`src/design/tsfb_pkg.sv`:
```
// constants, types and byte selection shared by the status frame builder
package tsfb_pkg;

   // frame framing
   localparam logic [7:0] TSFB_START_DELIM = 8'h7E;
   localparam logic [7:0] TSFB_TYPE_MODEM = 8'h8A;
   localparam logic [7:0] TSFB_TYPE_TXST = 8'h8B;
   localparam logic [7:0] TSFB_MODEM_POWERUP = 8'h00;
   localparam logic [15:0] TSFB_RSVD_FILL = 16'hFFFE;
   localparam logic [15:0] TSFB_LEN_MODEM = 16'h0002;
   localparam logic [15:0] TSFB_LEN_TXST = 16'h0007;
   localparam logic [7:0] TSFB_CK_BASE = 8'hFF;

   // byte positions inside a frame
   localparam logic [3:0] TSFB_POS_DELIM = 4'h0;
   localparam logic [3:0] TSFB_POS_LEN_HI = 4'h1;
   localparam logic [3:0] TSFB_POS_LEN_LO = 4'h2;
   localparam logic [3:0] TSFB_POS_TYPE = 4'h3;
   localparam logic [3:0] TSFB_POS_ID = 4'h4;
   localparam logic [3:0] TSFB_POS_RSVD_HI = 4'h5;
   localparam logic [3:0] TSFB_POS_RSVD_LO = 4'h6;
   localparam logic [3:0] TSFB_POS_RETRY = 4'h7;
   localparam logic [3:0] TSFB_POS_DELIV = 4'h8;
   localparam logic [3:0] TSFB_POS_DISC = 4'h9;
   localparam logic [3:0] TSFB_LAST_MODEM = 4'h5;
   localparam logic [3:0] TSFB_LAST_TXST = 4'hA;

   // delivery outcome codes
   localparam logic [7:0] TSFB_DLV_SUCCESS = 8'h00;
   localparam logic [7:0] TSFB_DLV_MAC_ACK = 8'h01;
   localparam logic [7:0] TSFB_DLV_CCA = 8'h02;
   localparam logic [7:0] TSFB_DLV_NO_SPECTRUM = 8'h03;
   localparam logic [7:0] TSFB_DLV_NET_ACK = 8'h21;
   localparam logic [7:0] TSFB_DLV_NO_ROUTE = 8'h25;
   localparam logic [7:0] TSFB_DLV_INT_RES = 8'h31;
   localparam logic [7:0] TSFB_DLV_NO_BUF = 8'h32;
   localparam logic [7:0] TSFB_DLV_TOO_LARGE = 8'h74;
   localparam logic [7:0] TSFB_DLV_UNREQ = 8'h75;

   // discovery codes
   localparam logic [7:0] TSFB_DISC_NONE = 8'h00;
   localparam logic [7:0] TSFB_DISC_ROUTE = 8'h02;

   // interface setting that selects the non-escaped framing
   localparam logic [1:0] TSFB_API_NOESC = 2'h1;

   // request queue: {frame id, retries, delivery, discovery}
   localparam int TSFB_REQ_W = 32;
   localparam int TSFB_FIFO_DEPTH = 8;
   localparam int TSFB_F_ID = 24;
   localparam int TSFB_F_RETRY = 16;
   localparam int TSFB_F_DELIV = 8;
   localparam int TSFB_F_DISC = 0;

   typedef enum logic [1:0] {
      TSFB_IDLE,
      TSFB_BOOT,
      TSFB_STAT
   } tsfb_state_e;

   // byte of the frame at a position; the checksum is supplied by the caller
   function automatic logic [7:0] tsfb_byte(input logic is_st, input logic [3:0] idx,
                                            input logic [7:0] id, input logic [7:0] retry,
                                            input logic [7:0] deliv, input logic [7:0] disc,
                                            input logic [7:0] ck);
      logic [15:0] len;
      logic [3:0] last;
      logic [7:0] b;
      len = is_st ? TSFB_LEN_TXST : TSFB_LEN_MODEM;
      last = is_st ? TSFB_LAST_TXST : TSFB_LAST_MODEM;
      b = 8'h00;
      if (idx == last) begin
         b = ck;
      end else begin
         case (idx)
            TSFB_POS_DELIM: b = TSFB_START_DELIM;
            TSFB_POS_LEN_HI: b = len[15:8];
            TSFB_POS_LEN_LO: b = len[7:0];
            TSFB_POS_TYPE: b = is_st ? TSFB_TYPE_TXST : TSFB_TYPE_MODEM;
            TSFB_POS_ID: b = is_st ? id : TSFB_MODEM_POWERUP;
            TSFB_POS_RSVD_HI: b = TSFB_RSVD_FILL[15:8];
            TSFB_POS_RSVD_LO: b = TSFB_RSVD_FILL[7:0];
            TSFB_POS_RETRY: b = retry;
            TSFB_POS_DELIV: b = deliv;
            TSFB_POS_DISC: b = disc;
            default: b = 8'h00;
         endcase
      end
      return b;
   endfunction

endpackage

```
`src/design/tsfb_fifo.sv`:
```
// request queue with valid/ready on both sides
`timescale 1ns/100ps
module tsfb_fifo #(
   parameter int W = 32,
   parameter int DEPTH = 8
) (
   // clock and reset
   input wire logic core_clk_i,
   input wire logic arst_n_i,
   // fill side
   input wire logic in_valid_i,
   output logic in_ready_o,
   input wire logic [W-1:0] in_data_i,
   // drain side
   output logic out_valid_o,
   input wire logic out_ready_i,
   output logic [W-1:0] out_data_o
);
   localparam int AW = $clog2(DEPTH);

   logic [W-1:0] mem [DEPTH];
   logic [AW-1:0] wptr_r;
   logic [AW-1:0] rptr_r;
   logic [AW:0] count_r;

   wire push = in_valid_i && in_ready_o;
   wire pop = out_valid_o && out_ready_i;

   assign in_ready_o = count_r != DEPTH[AW:0];
   assign out_valid_o = count_r != '0;
   assign out_data_o = mem[rptr_r];

   // pointers wrap naturally only for power-of-two depths
   function automatic logic [AW-1:0] bump(input logic [AW-1:0] p);
      return (p == AW'(DEPTH - 1)) ? '0 : p + 1'b1;
   endfunction

   always_ff @(posedge core_clk_i) begin
      if (push) begin
         mem[wptr_r] <= in_data_i;
      end
   end

   always_ff @(posedge core_clk_i or negedge arst_n_i) begin
      if (!arst_n_i) begin
         wptr_r <= '0;
         rptr_r <= '0;
         count_r <= '0;
      end else begin
         if (push) begin
            wptr_r <= bump(wptr_r);
         end
         if (pop) begin
            rptr_r <= bump(rptr_r);
         end
         count_r <= count_r + (AW+1)'(push) - (AW+1)'(pop);
      end
   end

endmodule

```
`src/design/tsfb_cksum.sv`:
```
// running 8-bit sum of the checksummed bytes and the resulting check byte
`timescale 1ns/100ps
module tsfb_cksum
   import tsfb_pkg::*;
(
   // clock and reset
   input wire logic core_clk_i,
   input wire logic arst_n_i,
   // control
   input wire logic clr_i,
   input wire logic add_i,
   input wire logic [7:0] byte_i,
   // result
   output logic [7:0] sum_o,
   output logic [7:0] ck_o
);
   logic [7:0] sum_r;

   assign sum_o = sum_r;
   // carries out of bit 7 are dropped on purpose
   assign ck_o = TSFB_CK_BASE - sum_r;

   always_ff @(posedge core_clk_i or negedge arst_n_i) begin
      if (!arst_n_i) begin
         sum_r <= 8'h00;
      end else if (clr_i) begin
         sum_r <= 8'h00;
      end else if (add_i) begin
         sum_r <= sum_r + byte_i;
      end
   end

endmodule

```
`src/design/tsfb_frame_builder.sv`:
```
// status frame builder: boot frame after reset, transmit status frame per finished request with a nonzero identifier in the non-escaped setting
`timescale 1ns/100ps

// Operation
// - boot frame: type 8A, status 00
// - modem status code sits at byte 4
// - each finished request with a nonzero identifier yields one status frame once the non-escaped setting is selected
// - zero frame identifier suppresses the frame
// - broadcasts always report delivery 00
// - delimiter byte 0, length at bytes 1-2
// - type 8B at byte 3
// - request identifier copied to byte 4
// - bytes 5-6 hold FFFE, host ignores
// - byte 7 holds retry count
// - byte 8 holds delivery outcome code
// - byte 9 holds discovery code
// - last byte is FF minus sum
module tsfb_frame_builder
   import tsfb_pkg::*;
(
   // clock and reset
   input wire logic core_clk_i,
   input wire logic arst_n_i,
   // configuration
   input wire logic [1:0] api_escape_setting_i,
   // finished transmit request
   input wire logic req_valid_i,
   output logic req_ready_o,
   input wire logic [7:0] req_frame_id_i,
   input wire logic [7:0] req_retry_i,
   input wire logic [7:0] req_delivery_i,
   input wire logic [7:0] req_discovery_i,
   input wire logic req_broadcast_i,
   // serial byte stream towards the host
   output logic tx_valid_o,
   input wire logic tx_ready_i,
   output logic [7:0] tx_data_o,
   // status
   output logic busy_o
);
   import tsfb_pkg::*;

   tsfb_state_e state_r;
   tsfb_state_e state_nxt;
   logic [3:0] idx_r;
   logic [3:0] idx_nxt;
   logic [7:0] id_r;
   logic [7:0] retry_r;
   logic [7:0] deliv_r;
   logic [7:0] disc_r;
   logic boot_pend_r;
   logic [7:0] tx_data_r;
   logic tx_valid_r;

   logic fifo_in_valid;
   logic fifo_in_ready;
   logic [TSFB_REQ_W-1:0] fifo_wdata;
   logic fifo_out_valid;
   logic [TSFB_REQ_W-1:0] fifo_rdata;
   logic [7:0] ck_sum;
   logic [7:0] ck_val;

   // decoding
   wire busy = state_r != TSFB_IDLE;
   wire is_st = state_r == TSFB_STAT;
   wire load = busy && (!tx_valid_r || tx_ready_i);
   wire [3:0] last_idx = is_st ? TSFB_LAST_TXST : TSFB_LAST_MODEM;
   wire at_last = idx_r == last_idx;
   // escaping is not done here, so queued status frames wait for the plain setting
   wire api_ok = api_escape_setting_i == TSFB_API_NOESC;
   wire start_boot = !busy && boot_pend_r;
   wire start_stat = !busy && !boot_pend_r && fifo_out_valid && api_ok;
   wire ck_add = load && (idx_r >= TSFB_POS_TYPE) && !at_last;
   wire [7:0] next_byte = tsfb_byte(is_st, idx_r, id_r, retry_r, deliv_r, disc_r,
                                    ck_val);
   wire [7:0] deliv_in = req_broadcast_i ? TSFB_DLV_SUCCESS : req_delivery_i;

   // a zero identifier is taken from the port but never queued
   assign fifo_in_valid = req_valid_i && (req_frame_id_i != 8'h00);
   assign req_ready_o = fifo_in_ready;
   assign fifo_wdata = {req_frame_id_i, req_retry_i, deliv_in, req_discovery_i};

   assign tx_valid_o = tx_valid_r;
   assign tx_data_o = tx_data_r;
   assign busy_o = busy || boot_pend_r;

   tsfb_fifo #(
      .W(TSFB_REQ_W),
      .DEPTH(TSFB_FIFO_DEPTH)
   ) u_fifo (
      .core_clk_i(core_clk_i),
      .arst_n_i(arst_n_i),
      .in_valid_i(fifo_in_valid),
      .in_ready_o(fifo_in_ready),
      .in_data_i(fifo_wdata),
      .out_valid_o(fifo_out_valid),
      .out_ready_i(start_stat),
      .out_data_o(fifo_rdata)
   );

   tsfb_cksum u_cksum (
      .core_clk_i(core_clk_i),
      .arst_n_i(arst_n_i),
      .clr_i(start_boot || start_stat),
      .add_i(ck_add),
      .byte_i(next_byte),
      .sum_o(ck_sum),
      .ck_o(ck_val)
   );

   // sequencing
   always_comb begin
      state_nxt = state_r;
      idx_nxt = idx_r;
      case (state_r)
         TSFB_IDLE: begin
            idx_nxt = TSFB_POS_DELIM;
            if (start_boot) begin
               state_nxt = TSFB_BOOT;
            end else if (start_stat) begin
               state_nxt = TSFB_STAT;
            end
         end
         TSFB_BOOT, TSFB_STAT: begin
            if (load) begin
               idx_nxt = idx_r + 4'h1;
               if (at_last) begin
                  state_nxt = TSFB_IDLE;
               end
            end
         end
         default: begin
            state_nxt = TSFB_IDLE;
         end
      endcase
   end

   always_ff @(posedge core_clk_i or negedge arst_n_i) begin
      if (!arst_n_i) begin
         state_r <= TSFB_IDLE;
         idx_r <= 4'h0;
      end else begin
         state_r <= state_nxt;
         idx_r <= idx_nxt;
      end
   end

   // power-up leaves exactly one boot frame owed
   always_ff @(posedge core_clk_i or negedge arst_n_i) begin
      if (!arst_n_i) begin
         boot_pend_r <= 1'b1;
      end else if (start_boot) begin
         boot_pend_r <= 1'b0;
      end
   end

   // fields held for the whole frame so the queue may refill meanwhile
   always_ff @(posedge core_clk_i or negedge arst_n_i) begin
      if (!arst_n_i) begin
         id_r <= 8'h00;
         retry_r <= 8'h00;
         deliv_r <= 8'h00;
         disc_r <= 8'h00;
      end else if (start_stat) begin
         id_r <= fifo_rdata[TSFB_F_ID +: 8];
         retry_r <= fifo_rdata[TSFB_F_RETRY +: 8];
         deliv_r <= fifo_rdata[TSFB_F_DELIV +: 8];
         disc_r <= fifo_rdata[TSFB_F_DISC +: 8];
      end
   end

   // output byte register: a byte stands until the host takes it
   always_ff @(posedge core_clk_i or negedge arst_n_i) begin
      if (!arst_n_i) begin
         tx_valid_r <= 1'b0;
         tx_data_r <= 8'h00;
      end else if (load) begin
         tx_valid_r <= 1'b1;
         tx_data_r <= next_byte;
      end else if (tx_ready_i) begin
         tx_valid_r <= 1'b0;
      end
   end
endmodule

```
`config.mk`:
```
export PLATFORM = sky130hd
export DESIGN_NAME = tsfb_frame_builder
export DESIGN_NICKNAME = d
export VERILOG_FILES = /design/src/design/tsfb_pkg.sv /design/src/design/tsfb_fifo.sv /design/src/design/tsfb_cksum.sv /design/src/design/tsfb_frame_builder.sv
export SDC_FILE = /design/constraint.sdc
export NUM_CORES = 1
export LEC_CHECK = 0
export ABC_CLOCK_PERIOD_IN_PS = 5450
export BUFFER_PORTS_ARGS = -buffer_cell sky130_fd_sc_hd__buf_2
export CAP_MARGIN = 20
export CORE_MARGIN = 8
export CORE_UTILIZATION = 50
export DETAILED_ROUTE_END_ITERATION = 7
export GPL_TIMING_DRIVEN = 0
export PLACE_DENSITY = 0.67
export SLEW_MARGIN = 40
export SYNTH_ARGS = -nofsm -noshare
export SYNTH_HDL_FRONTEND = slang
export SYNTH_SLANG_ARGS = --single-unit
```
`constraint.sdc`:
```
create_clock -name core_clk_i -period 5.45 [get_ports core_clk_i]
set_input_delay 0 -clock core_clk_i [delete_from_list [all_inputs] [get_ports core_clk_i]]
set_output_delay 0 -clock core_clk_i [all_outputs]
set_load 0.03 [all_outputs]
```
# ---- Word-level counts from Yosys, hierarchy flattened
# Memories as Yosys holds them, arrays and structs flattened. A register that Yosys moved wholly into a read port is not among the register bits.
# Index checks and enable logic that the tools add are counted.
dict set report op_classes {
  reduce_logical 29
  magnitude_cmp 1
  addsub 7
  n_eq_ne 19
  n_mux 22
}
# operator n
set ops {}
lappend ops {{case mux 8 bit (10 select lines)} 1}
lappend ops {{2-to-1 mux 8 bit} 5}
lappend ops {{equality test 4 x 3 -> 1 bit (second input constant)} 4}
lappend ops {{logical AND 1 bit} 10}
lappend ops {{2-to-1 mux 3 bit} 3}
lappend ops {{adder 8 bit} 1}
lappend ops {{equality test 4 x 2 -> 1 bit (second input constant)} 2}
lappend ops {{equality test 4 bit (second input constant)} 2}
lappend ops {{2-to-1 mux 2 bit} 4}
lappend ops {{2-to-1 mux 4 bit} 2}
lappend ops {{case mux 4 bit (2 select lines)} 1}
lappend ops {{nonzero test 2 bit} 4}
lappend ops {{nonzero test 8 bit} 1}
lappend ops {{subtractor 8 bit (first input constant)} 1}
lappend ops {{adder 3 x 1 -> 3 bit (second input constant)} 2}
lappend ops {{equality test 3 bit (second input constant)} 2}
lappend ops {{logical NOT 1 bit} 5}
lappend ops {{2-to-1 mux 1 bit} 5}
lappend ops {{adder 4 x 1 -> 4 bit} 1}
lappend ops {{adder 4 x 1 -> 4 bit (second input constant)} 1}
lappend ops {{equality test 2 x 1 -> 1 bit (second input constant)} 2}
lappend ops {{equality test 4 x 1 -> 1 bit (second input constant)} 1}
lappend ops {{equality test 4 bit} 1}
lappend ops {{>= comparator 4 x 2 -> 1 bit (second input constant)} 1}
lappend ops {{13 further kinds} 16}
dict set report word_totals {
  ff_bits 34
  output_inout_bits 11
  word_cells 88
  ram_bits 256
  inputBits 39
  mem_count 1
}
# name words word_bits rd rd_clocked_by_memory_dff wr line_no
set mem_list {}
lappend mem_list {u_fifo.mem 8 32 1 1 1 tsfb_fifo.sv:21} ;# logic [W-1:0] mem [DEPTH];

# ---- Longest topological paths before layout
# Gate-level depths: netlist (run 1).
dict set report logic_depth {
  word_depth 8
  ltp_mapped 16
  mapped_depth_nobuf 16
}

# ---- Cells and area by module
# Synthesis (run 1) repeated with hierarchy kept, for this count alone.
dict set report unflattened {
  cells_unflattened 732
  hier_area_um2 13541.7
}
# module area_per_inst_um2 cells_per_inst seq_area_each_um2 instances
set by_module_without_submodules {}
lappend by_module_without_submodules {tsfb_fifo 10231.1 427 7937.6 1}
lappend by_module_without_submodules {tsfb_frame_builder 2625.0 232 1202.4 1}
lappend by_module_without_submodules {tsfb_cksum 685.7 73 200.2 1}

# ---- Least setup slack after synthesis (run 1)
# No wires, ideal clock.
dict set report synth_timing {
  kind {register -> register}
  start {register u_fifo.count_r[2]}
  end {memory u_fifo.mem[0][0] (enable)}
  path_slack_ns 1.443
  t_required_ns 4.989
  synth_period_minus_slack_ns 4.007
  path_stages_with_launch 7
  path_buffers 0
  t_arrival_ns 3.546
  setup_ns 0.461
  path_cell_list {dfrtp_1 > inv_1 > ha_1 > nand2_1 > nand3_1 > or2_2 > nor3_1}
}
dict set report synth_via {
  elab_chain_cells 4
}
# item line_no
set synth_rtl {}
lappend synth_rtl {{from (decl)} tsfb_fifo.sv:24} ;# logic [AW:0] count_r;
lappend synth_rtl {{from (signal assigned)} tsfb_fifo.sv:56} ;# count_r <= count_r + (AW+1)'(push) - (AW+1)'(pop);
lappend synth_rtl {{inequality test 4 bit} tsfb_fifo.sv:29} ;# assign in_ready_o = count_r != DEPTH[AW:0];
lappend synth_rtl {{via req_ready_o} tsfb_frame_builder.sv:28} ;# output logic req_ready_o,
lappend synth_rtl {{logical AND 1 bit} tsfb_fifo.sv:26} ;# wire push = in_valid_i && in_ready_o;
lappend synth_rtl {{2-to-1 mux 1 bit} tsfb_fifo.sv:39} ;# if (push) begin
lappend synth_rtl {{2-to-1 mux 1 bit (implied by the code)} tsfb_fifo.sv:40} ;# mem[wptr_r] <= in_data_i;
lappend synth_rtl {{to (decl)} tsfb_fifo.sv:21}
# The timed path passes the listed nets, and every way through them passes these cells.

# ---- Worst setup path after layout (run 1)
dict set report layout_timing {
  start {register idx_r[0]}
  end {register u_cksum.sum_r[7] (netlist: u_cksum.sum_o[7])}
}
dict set report layout_via {
  elab_chain_cells 6
  word_cells_on_any_way 21
  classes_between {1 x add/sub; 1 x order compare; 10 x eq/ne; 4 x mux; 5 x reduce/logical}
}
# item line_no
set layout_rtl {}
lappend layout_rtl {{from (decl)} tsfb_frame_builder.sv:45} ;# logic [3:0] idx_r;
lappend layout_rtl {{from (signal assigned)} tsfb_frame_builder.sv:144} ;# idx_r <= idx_nxt;
lappend layout_rtl {{equality test 4 bit, or another cell as far along} tsfb_pkg.sv:75} ;# case (idx)
lappend layout_rtl {{case mux 8 bit (10 select lines)} tsfb_pkg.sv:75}
lappend layout_rtl {{2-to-1 mux 8 bit *} tsfb_pkg.sv:72} ;# if (idx == last) begin
lappend layout_rtl {{via next_byte[4]} tsfb_frame_builder.sv:74} ;# wire [7:0] next_byte = tsfb_byte(is_st, idx_r, id_r, retry_r, deliv_r, disc_r,
lappend layout_rtl {{adder 8 bit *} tsfb_cksum.sv:29} ;# sum_r <= sum_r + byte_i;
lappend layout_rtl {{2-to-1 mux 8 bit *} tsfb_cksum.sv:28} ;# end else if (add_i) begin
lappend layout_rtl {{2-to-1 mux 8 bit *} tsfb_cksum.sv:26} ;# end else if (clr_i) begin
lappend layout_rtl {{to (signal assigned)} tsfb_cksum.sv:29}
lappend layout_rtl {{to (decl)} tsfb_cksum.sv:17} ;# logic [7:0] sum_r;
# The timed path passes the listed nets; every way through them passes the cells marked *. The select of a mux whose other input is x is not followed.
# A chain may end at the register's enable or synchronous reset.

==> flow_summary.toml, run 1 <==
[clocking]
post_cts_buffers = 0
cts_buffer_depth = 3
htreeDepth = 2
insertion_delay_ns = 0.52
cts.sinks = 322
cts.reportedPaths.clkPinSlew_ns = 0.06
cts_tree = "done"
clockRootBuffer = "clkbuf_16"
cts_buffers = 36

[min_path]
hold_path_class = "in -> async"

[timing]
timing.final.crit_share_pct = 66.59
slew-limit-headroom_pct = 46.09
tightest_slew_ns = 0.8087
final_hold_viol_count = 0
final_max_slew_viol_count = 0
finalWorstSetupSlack_ns = 1.821
setup_viol = 0
period_minus_slack_ns = 3.629
rsz0062_at_grt = "false"
fmax_mhz = 275.6
skew_ns = 0.01606

[setup_path]
r2r_cells = 12
rr_startpoint = "idx_r[0]"
path_buf_inv = 2
crit_required_ns = 5.89
end_kind = "flop"
critPathMaxFanout = 10
cpMaxStageDelayCell = "a2111oi_0"
rrSetupSlack_ns = 1.82
timing.critical_path.cells = "inv_1 -> ha_1 -> clkbuf_1 -> o21a_1 -> a2111oi_0 -> a21oi_1 -> ha_1 -> a21oi_1 -> nand3_1 -> a31oi_1 -> mux2i_1 -> mux2i_1"
cp_slowest_stage_delay_ns = 0.60
start_kind = "flop"
critPathTopFamily = "compound AO/OA/AOI/OAI gates"
critical_path_arrival_ns = 4.07
worstSetupPathType = "reg -> reg"
timing.rr.end = "u_cksum.sum_o[7]"

[drt]
drt_first_pass_iters = 5
antenna_left = 0
routed_wl_mm = 28.08
wire_per_inst_um = 22.29
drtIter0Drc = 601
drc = 0
viasPerCell = 5.680
num_vias = 7157

[cells_and_area]
drive_gt1_share_pct = 24.76
layout_commonest_cell = "edfxtp_1"
final_cell_area_um2 = 15790
diodes = 0
stdcell_count = 1260
nFillCells = 1842
syn2layout_area_growth_pct = 20.35
fin_nets = 963
most-common-layout-cells = "edfxtp_1, dfrtp_1, buf_2, mux4_2, a21oi_1"

[synth]
synth-main-ff-cell = "edfxtp_1"
syn_inst = 748
synth_cell_type_count = 48
yosysSeqAreaShare_pct = 71.18
syn_nets = 812
ys_seq_elements = 322
synth_area_um2 = 13120
synth_warnings = 0
synth_area_per_cell_um2 = 17.54
synth-edff-count = 256
ys_async_sr_fraction_pct = 20.50

[floorplan]
dieArea_um2 = 31680
start_util_pct = 50.64
floorplan.die.width_um = 178.0
core_area_um2 = 25910
row_count = 59
die_h_um = 178.0
ios = 50

[power_and_ir_drop]
p_leak_uw = 0.005670
peakVddDrop_v = 0.0003927
p_per_area_nw_per_um2 = 508.7
total_power_uw = 8033

[global_routing]
grt_pass1_wl_mm = 43.39
grt_max_degree = 67
grt_antenna_before_repair = 0
grt_usage_pct = 18.09
grt_pass1_vias = 7699
overflow = 0

[placement]
port_buffers = 49
dp.cells = 1156
place_hpwl_mm = 19.25
pre_cts_slack_ns = 1.806
place_area_um2 = 14230
gp_congestion = 0.8860

[run]
max_cap_violations = 0

[status]
outcome = "complete, no violations"
==> flip-flops by register name, indices dropped and copies added, names as in the netlist <==
register	flops
disc_r	8
u_fifo.wptr_r	3
u_cksum.sum_o	8
u_fifo.mem	256
u_fifo.rptr_r	3
idx_r	4
boot_pend_r	1
tx_valid_o	1
tx_data_o	8
retry_r	8
state_r	2
id_r	8
deliv_r	8
u_fifo.count_r	4
==> what timing repair did <==
| action | CTS | global route |
|---|---|---|
| hold buffers | 40 | 0 |
| setup endpoints to repair | 0 | 0 |
| hold endpoints to repair | 326 | 0 |
| resized for setup | 0 | 0 |
==> worst max-delay path by stage <==
stage,start,endpoint,slack [ns],cells after the start
4_1_cts,idx_r[0],u_cksum.sum_o[7],1.77,12
6_report,idx_r[0],u_cksum.sum_o[7],1.82,12
3_3_place_gp,u_fifo.count_r[2],u_fifo.mem[0][26],-0.70,6
2_1_floorplan,u_fifo.count_r[2],u_fifo.mem[0][0],1.44,6
5_1_grt,idx_r[0],u_cksum.sum_o[7],1.55,12
3_5_place_dp,idx_r[0],u_cksum.sum_o[7],1.81,12
==> report_power, final <==
| group | leakage [uW] | internal, uW | total [uW] | switching [uW] |
|---|---|---|---|---|
| combinational | 0.00200 | 1040 | 2370 | 1330 |
| clock | 0.000565 | 1410 | 2340 | 928 |
| sequential | 0.00310 | 3140 | 3330 | 190 |
==> through the flow <==
step                      TNS, ns  hold slack, ns  util [%]
after floorplan                 0         -0.2956         -
after global placement     -40.30          0.2572     53.20
after detailed placement        0          0.1532     54.90
after global routing            0         0.08949     60.94
after CTS                       0          0.1610     60.92
final                           0         0.04685     60.94
==> cell usage after synthesis, types with 4 or more instances <==
library cell / number / area, um2
o21ai_0: 15 / 75.07
edfxtp_1: 256 / 7687
inv_1: 22 / 82.58
mux2_2: 11 / 123.9
mux2i_1: 36 / 360.4
mux4_2: 64 / 1441
a2111oi_0: 5 / 43.79
a21oi_1: 47 / 235.2
buf_2: 12 / 60.06
nor2_1: 45 / 168.9
nand2b_1: 10 / 62.56
a21o_1: 6 / 45.04
xnor2_1: 4 / 35.03
nand3_1: 11 / 55.05
a22o_1: 8 / 70.07
nor2b_1: 12 / 75.07
ha_1: 23 / 287.8
clkbuf_1: 19 / 71.32
nand2_1: 26 / 97.59
o22ai_1: 6 / 37.54
dfrtp_1: 65 / 1627
buf_1: 4 / 15.01
==> metal layers <==
metal	share of wire [%]	vias up	track usage (%)
met3	4.6	46	3.323
li1	-	3231	-
met4	2.0	0	5.106
met1	43	3722	24.03
met5	0	-	0
met2	50	158	30.23
==> layout make-up <==
cell class | count | area, um2 | share of cell area [%]
clock buffers | 48 | 1018 | 6.450
plain buffers | 36 | 156.4 | 0.9904
repair buffers | 113 | 1032 | 6.537
well taps | 335 | 419.2 | 2.654
flip-flops and latches | 322 | 9340 | 59.15
multi-input cells | 368 | 3602 | 22.81
inverters | 22 | 82.58 | 0.5229
clock inverters | 16 | 140.1 | 0.8874
==> cells by family after synthesis <==
family                     count (synthesis)  synth area share [%]
AOI/OAI and AO/OA                        102                 4.863
muxes                                    111                 14.68
and+or+nand+nor                          123                 4.510
buffers and inverters                     58                 1.802
DFF                                      322                 71.18
adders and majority gates                 25                 2.498
xor gates and xnor gates                   7                0.4673
(Power assumes the default switching activity.)
==> run 2, diff against run 1 <==
--- a/config.mk
+++ b/config.mk
@@ -5,14 +5,14 @@
 export SDC_FILE = /design/constraint.sdc
 export NUM_CORES = 1
 export LEC_CHECK = 0
-export ABC_CLOCK_PERIOD_IN_PS = 5450
+export ABC_CLOCK_PERIOD_IN_PS = 3100
 export BUFFER_PORTS_ARGS = -buffer_cell sky130_fd_sc_hd__buf_2
 export CAP_MARGIN = 20
 export CORE_MARGIN = 8
 export CORE_UTILIZATION = 50
 export DETAILED_ROUTE_END_ITERATION = 7
 export GPL_TIMING_DRIVEN = 0
-export PLACE_DENSITY = 0.67
+export PLACE_DENSITY = 0.69
 export SLEW_MARGIN = 40
 export SYNTH_ARGS = -nofsm -noshare
 export SYNTH_HDL_FRONTEND = slang
==> constraint.sdc (replaced) <==
create_clock -name core_clk_i -period 3.1 [get_ports core_clk_i]
set_input_delay 0 -clock core_clk_i [delete_from_list [all_inputs] [get_ports core_clk_i]]
set_output_delay 0 -clock core_clk_i [all_outputs]
set_load 0.03 [all_outputs]
==> run 2 against run 1 <==
  * First-iteration DRC count increased by 7.5%
  * Worst hold slack improved by 0.25 ns
  * Global-route usage decreased by 0.39 points
  * Register-to-register slack got worse by 1.8 ns
  * Core utilization increased by 0.93 points
  * Critical endpoint unchanged
  * Wire length decreased by 2.1%
==> flow_summary.toml, run 2 (same netlist as run 1, synthesis figures left out) <==
[timing]
rsz0062_at_grt = "true"
timing.final.crit_share_pct = 99.16
slew-limit-headroom_pct = 42.93
setup_viol = 0
hold-worst-slack_ns = 0.2936
final_hold_viol_count = 0
tightest_slew_ns = 0.8561
final_max_slew_viol_count = 0
skew_ns = 0.008264
finalWorstSetupSlack_ns = 0.02604
fmax_mhz = 325.3
period_minus_slack_ns = 3.074

[global_routing]
grt_pass1_vias = 7350
grt_pass1_wl_mm = 42.73
grt_antenna_before_repair = 1
grt_max_degree = 34
overflow = 0
grt_usage_pct = 17.70

[setup_path]
rr_startpoint = "state_r[1]"
path_buf_inv = 0
timing.critical_path.cells = "ha_4 -> and3b_4 -> a22o_1 -> a211o_1 -> o31a_1 -> ha_1 -> a21o_1 -> nand4_1 -> nand3_2 -> a31oi_4 -> mux2i_2 -> mux2i_1"
critPathMaxFanout = 6
critPathTopFamily = "compound AO/OA/AOI/OAI gates"
critical_path_arrival_ns = 3.50
end_kind = "flop"
crit_required_ns = 3.53
cp_slowest_stage_delay_ns = 0.42
start_kind = "flop"
cp-startpoint = "state_r[1]"
worstSetupPathType = "reg -> reg"
cpMaxStageDelayCell = "dfrtp_1"

[drt]
viasPerCell = 5.659
routed_wl_mm = 27.48
drtIter0Drc = 646
wire_per_inst_um = 21.69
num_vias = 7170
drt_first_pass_iters = 5
drc = 0
antenna_left = 0

[floorplan]
dieArea_um2 = 31680
start_util_pct = 50.64
ios = 50
die_h_um = 178.0
row_count = 59
floorplan.die.width_um = 178.0
core_area_um2 = 25910

[clocking]
cts_buffers = 36
htreeDepth = 2
cts_tree = "done"
cts.reportedPaths.clkPinSlew_ns = 0.06
cts.sinks = 322
insertion_delay_ns = 0.51
clockRootBuffer = "clkbuf_16"
cts_buffer_depth = 3

[cells_and_area]
final_cell_area_um2 = 16030
regArea_um2 = 9343
layout_commonest_cell = "edfxtp_1"
largest_register = "u_fifo.mem"
multi_input_area_um2 = 3784
syn2layout_area_growth_pct = 22.18
nFillCells = 1833
drive_gt1_share_pct = 28.03
most-common-layout-cells = "edfxtp_1, mux4_2, dfrtp_1"
largest_register_ffs = 256
fin_nets = 969

[power_and_ir_drop]
p_per_area_nw_per_um2 = 885.2
peakVddDrop_v = 0.0005357
p_leak_uw = 0.005727

[placement]
place_area_um2 = 14200
place_hpwl_mm = 18.46
pre_cts_slack_ns = -0.4838
gp_congestion = 0.8777
port_buffers = 49

[min_path]
hold_path_class = "in -> reg"
min_from = "req_retry_i[4]"

[run]
max_cap_violations = 0

[status]
outcome = "complete, no violations"
==> run 2: final timing paths <==
kind / end / slack, ns / depth (start not counted)
setup reg to reg: u_cksum.sum_o[7] / 0.03 / 12
hold reg to reg: u_cksum.sum_o[7] / 0.48 / 1
hold / removal: u_fifo.mem[5][20] / 0.29 / 2
min in group asynchronous: u_fifo.count_r[2] / 0.51 / 3
max in group asynchronous: u_fifo.wptr_r[0] / 1.68 / 4
setup / recovery: u_cksum.sum_o[7] / 0.03 / 12
==> run 2: what timing repair did <==
item,4_1_cts,5_1_grt
gates resized for setup,26,20
setup buffers,3,8
hold buffers,41,0
endpoints found under the hold margin,327,0
setup endpoints to repair,6,6
pin swaps,1,5
==> run 2: layout make-up <==
cell class	count	area share, %
Antenna cell	1	0.01561
Buffer	35	1.085
Clock buffer	49	6.306
Clock inverter	15	0.8507
Inverter	22	0.5151
Multi-Input combinational cell	368	23.60
Sequential cell	322	58.28
Tap cell	335	2.615
Timing Repair Buffer	120	6.735
==> run 2: per-layer routing <==
metal,track usage (%),vias to the layer above,routed length (um)
met5,0,-,0
met4,6.322,0,867
met3,3.260,54,1449
met2,28.47,180,13320
met1,23.96,3680,11850
li1,-,3256,-
==> run 2: where the power goes <==
group / internal, uW / switching (uW)
clock: 2460 / 1620
combinational: 1910 / 2350
sequential: 5510 / 341
==> run 2: through the flow <==
| step | utilization, % | power [uW] | setup TNS, ns | instances |
|---|---|---|---|---|
| after floorplan | - | 8619 | -3.021 | 748 |
| after global placement | 53.24 | 9753 | -310.31 | 1132 |
| after detailed placement | 54.80 | 10040 | -0.9398 | 1151 |
| after CTS | 61.28 | 14240 | 0 | 1258 |
| after global routing | 61.87 | 14880 | -0.1528 | 1267 |
| final | 61.87 | 14190 | 0 | 1267 |
==> run 2: worst reg2reg max path, delay by kind of cell (launching register included) <==
kind / cells / cell delay, ns
DFF: 1 / 0.42
muxes: 2 / 0.43
adders and majority gates: 2 / 0.49
AOI/OAI and AO/OA: 5 / 1.22
and+or+nand+nor: 3 / 0.43
==> run 3, diff against run 2 <==
--- a/config.mk
+++ b/config.mk
@@ -5,14 +5,14 @@
 export SDC_FILE = /design/constraint.sdc
 export NUM_CORES = 1
 export LEC_CHECK = 0
-export ABC_CLOCK_PERIOD_IN_PS = 3100
+export ABC_CLOCK_PERIOD_IN_PS = 3110
 export BUFFER_PORTS_ARGS = -buffer_cell sky130_fd_sc_hd__buf_2
 export CAP_MARGIN = 20
 export CORE_MARGIN = 8
 export CORE_UTILIZATION = 50
 export DETAILED_ROUTE_END_ITERATION = 7
 export GPL_TIMING_DRIVEN = 0
-export PLACE_DENSITY = 0.69
+export PLACE_DENSITY = 0.67
 export SLEW_MARGIN = 40
 export SYNTH_ARGS = -nofsm -noshare
 export SYNTH_HDL_FRONTEND = slang
==> constraint.sdc (replaced) <==
create_clock -name core_clk_i -period 3.11 [get_ports core_clk_i]
set_input_delay 0 -clock core_clk_i [delete_from_list [all_inputs] [get_ports core_clk_i]]
set_output_delay 0 -clock core_clk_i [all_outputs]
set_load 0.03 [all_outputs]
==> run 3 against run 2 <==
  * Sequential share of layout area decreased by 0.43 points
  * Sequential power about the same
  * Final cell count shrank 0.16%
  * Via count up 2.0%
  * Wire length increased by 4.5%
  * Clock skew is 0.011 ns higher
  * Die area unchanged
  * Power grew 2.3%
  * Setup slack got worse by 0.019 ns
  * Global-route usage increased by 0.72 points
  * Maximum frequency shrank 0.93%
  * Critical path depth did not move
  * Largest power group unchanged
  * Highest routed layer unchanged
==> flow_summary.toml, run 3 (same netlist as run 1, synthesis figures left out) <==
[clocking]
cts.reportedPaths.clkPinSlew_ns = 0.06
insertion_delay_ns = 0.53
cts_tree = "done"
cts_buffer_depth = 3
cts_buffers = 35
htreeDepth = 2
cts.sinks = 322
clockRootBuffer = "clkbuf_16"

[cells_and_area]
diodes = 0
layout_commonest_cell = "edfxtp_1"
utilization_pct = 62.34
most-common-layout-cells = "edfxtp_1, mux4_2, dfrtp_1"
largest_register_ffs = 256
fin_nets = 968
largest_register = "u_fifo.mem"
syn2layout_area_growth_pct = 23.10
drive_gt1_share_pct = 28.49

[status]
outcome = "complete, no violations"

[drt]
num_vias = 7312
drc = 0
routed_wl_mm = 28.72
antenna_left = 0
drt_first_pass_iters = 5
drtIter0Drc = 522
viasPerCell = 5.780
wire_per_inst_um = 22.71

[floorplan]
die_h_um = 178.0
dieArea_um2 = 31680
start_util_pct = 50.64
ios = 50
core_area_um2 = 25910
floorplan.die.width_um = 178.0
row_count = 59

[setup_path]
path_buf_inv = 0
end_kind = "flop"
timing.critical_path.cells = "ha_4 -> and3b_4 -> a22o_1 -> a211o_1 -> o31a_1 -> ha_1 -> a21o_1 -> nand4_1 -> nand3_2 -> a31oi_4 -> mux2i_2 -> mux2i_1"
cpMaxStageDelayCell = "dfrtp_1"
worstSetupPathType = "reg -> reg"
cp_slowest_stage_delay_ns = 0.43
start_kind = "flop"
critPathMaxFanout = 5
rrSetupSlack_ns = 0.007
timing.rr.end = "u_cksum.sum_o[7]"
critPathTopFamily = "compound AO/OA/AOI/OAI gates"
critical_path_arrival_ns = 3.55
crit_required_ns = 3.55
rr_startpoint = "state_r[1]"
r2r_cells = 12

[global_routing]
grt_antenna_before_repair = 0
grt_max_degree = 67
grt_usage_pct = 18.42
grt_pass1_wl_mm = 43.98
overflow = 0
grt_pass1_vias = 7591

[power_and_ir_drop]
peakVddDrop_v = 0.0007669
total_power_uw = 14520
p_per_area_nw_per_um2 = 899.2
p_leak_uw = 0.005755

[run]
max_cap_violations = 0

[timing]
fin_tns_setup_ns = 0
skew_ns = 0.01975
tightest_slew_ns = 0.8475
slew-limit-headroom_pct = 43.50
final_max_slew_viol_count = 0
fmax_mhz = 322.3
period_minus_slack_ns = 3.103
finalWorstSetupSlack_ns = 0.007330
final_hold_viol_count = 0
timing.final.crit_share_pct = 99.76
rsz0062_at_grt = "true"
setup_viol = 0

[placement]
pre_cts_slack_ns = -0.5187
place_hpwl_mm = 18.78
port_buffers = 49
gp_congestion = 0.8851

[min_path]
hold_path_class = "in -> async"
==> run 3: cell type report <==
| cell class | instances | area, um2 |
|---|---|---|
| fill | 1793 | 9758 |
| sequential | 322 | 9344 |
| multi-input combinational | 368 | 3806 |
| timing repair buffer | 120 | 1130 |
| clock buffer | 41 | 898.4 |
| tap | 335 | 419.2 |
| clock inverter | 22 | 295.3 |
| buffer | 35 | 177.7 |
| inverter | 22 | 82.58 |
==> run 3: through the flow <==
| step | area, um2 | instances | hold slack (ns) |
|---|---|---|---|
| final | 16150 | 1265 | 0.02554 |
| after global placement | 13800 | 1132 | 0.2554 |
| after floorplan | 13130 | 748 | -0.2956 |
| after global routing | 16150 | 1265 | 0.06032 |
| after CTS | 15960 | 1255 | 0.04908 |
| after detailed placement | 14230 | 1150 | 0.1565 |
==> run 3: timing repair <==
action                     4_1_cts  5_1_grt
pin swaps                        1       13
setup endpoints to repair        4        6
gates resized for setup         28       26
setup buffers                    3       10
hold buffers                    40        0
hold endpoints to repair       326        0
==> run 3: routing by layer <==
metal  vias up  global-route usage (%)  routed length, um
met4         0                   5.002                597
met2       205                   30.70              14360
met5         -                       0                  0
met1      3816                   24.48              12170
li1       3241                       -                  -
met3        50                   3.599               1589
==> run 3: power by group <==
| part | switching, uW | internal (uW) | total (uW) |
|---|---|---|---|
| logic | 2410 | 1970 | 4380 |
| registers | 351 | 5500 | 5850 |
| clock network | 1700 | 2600 | 4300 |
| total | 4460 | 10100 | 14500 |
==> run 3: how the worst max path moves through the flow <==
stage                      startpoint                end  slack [ns]  cells past startpoint
floorplan           u_fifo.count_r[2]   u_fifo.mem[2][0]       -0.02                      6
global placement    u_fifo.count_r[2]  u_fifo.mem[2][26]       -1.26                      6
detailed placement           idx_r[0]   u_cksum.sum_o[7]       -0.52                     12
CTS                        state_r[0]  u_fifo.count_r[2]       0.005                     12
global route                 idx_r[0]   u_cksum.sum_o[7]       -0.11                     13
finish                     state_r[1]   u_cksum.sum_o[7]       0.007                     12
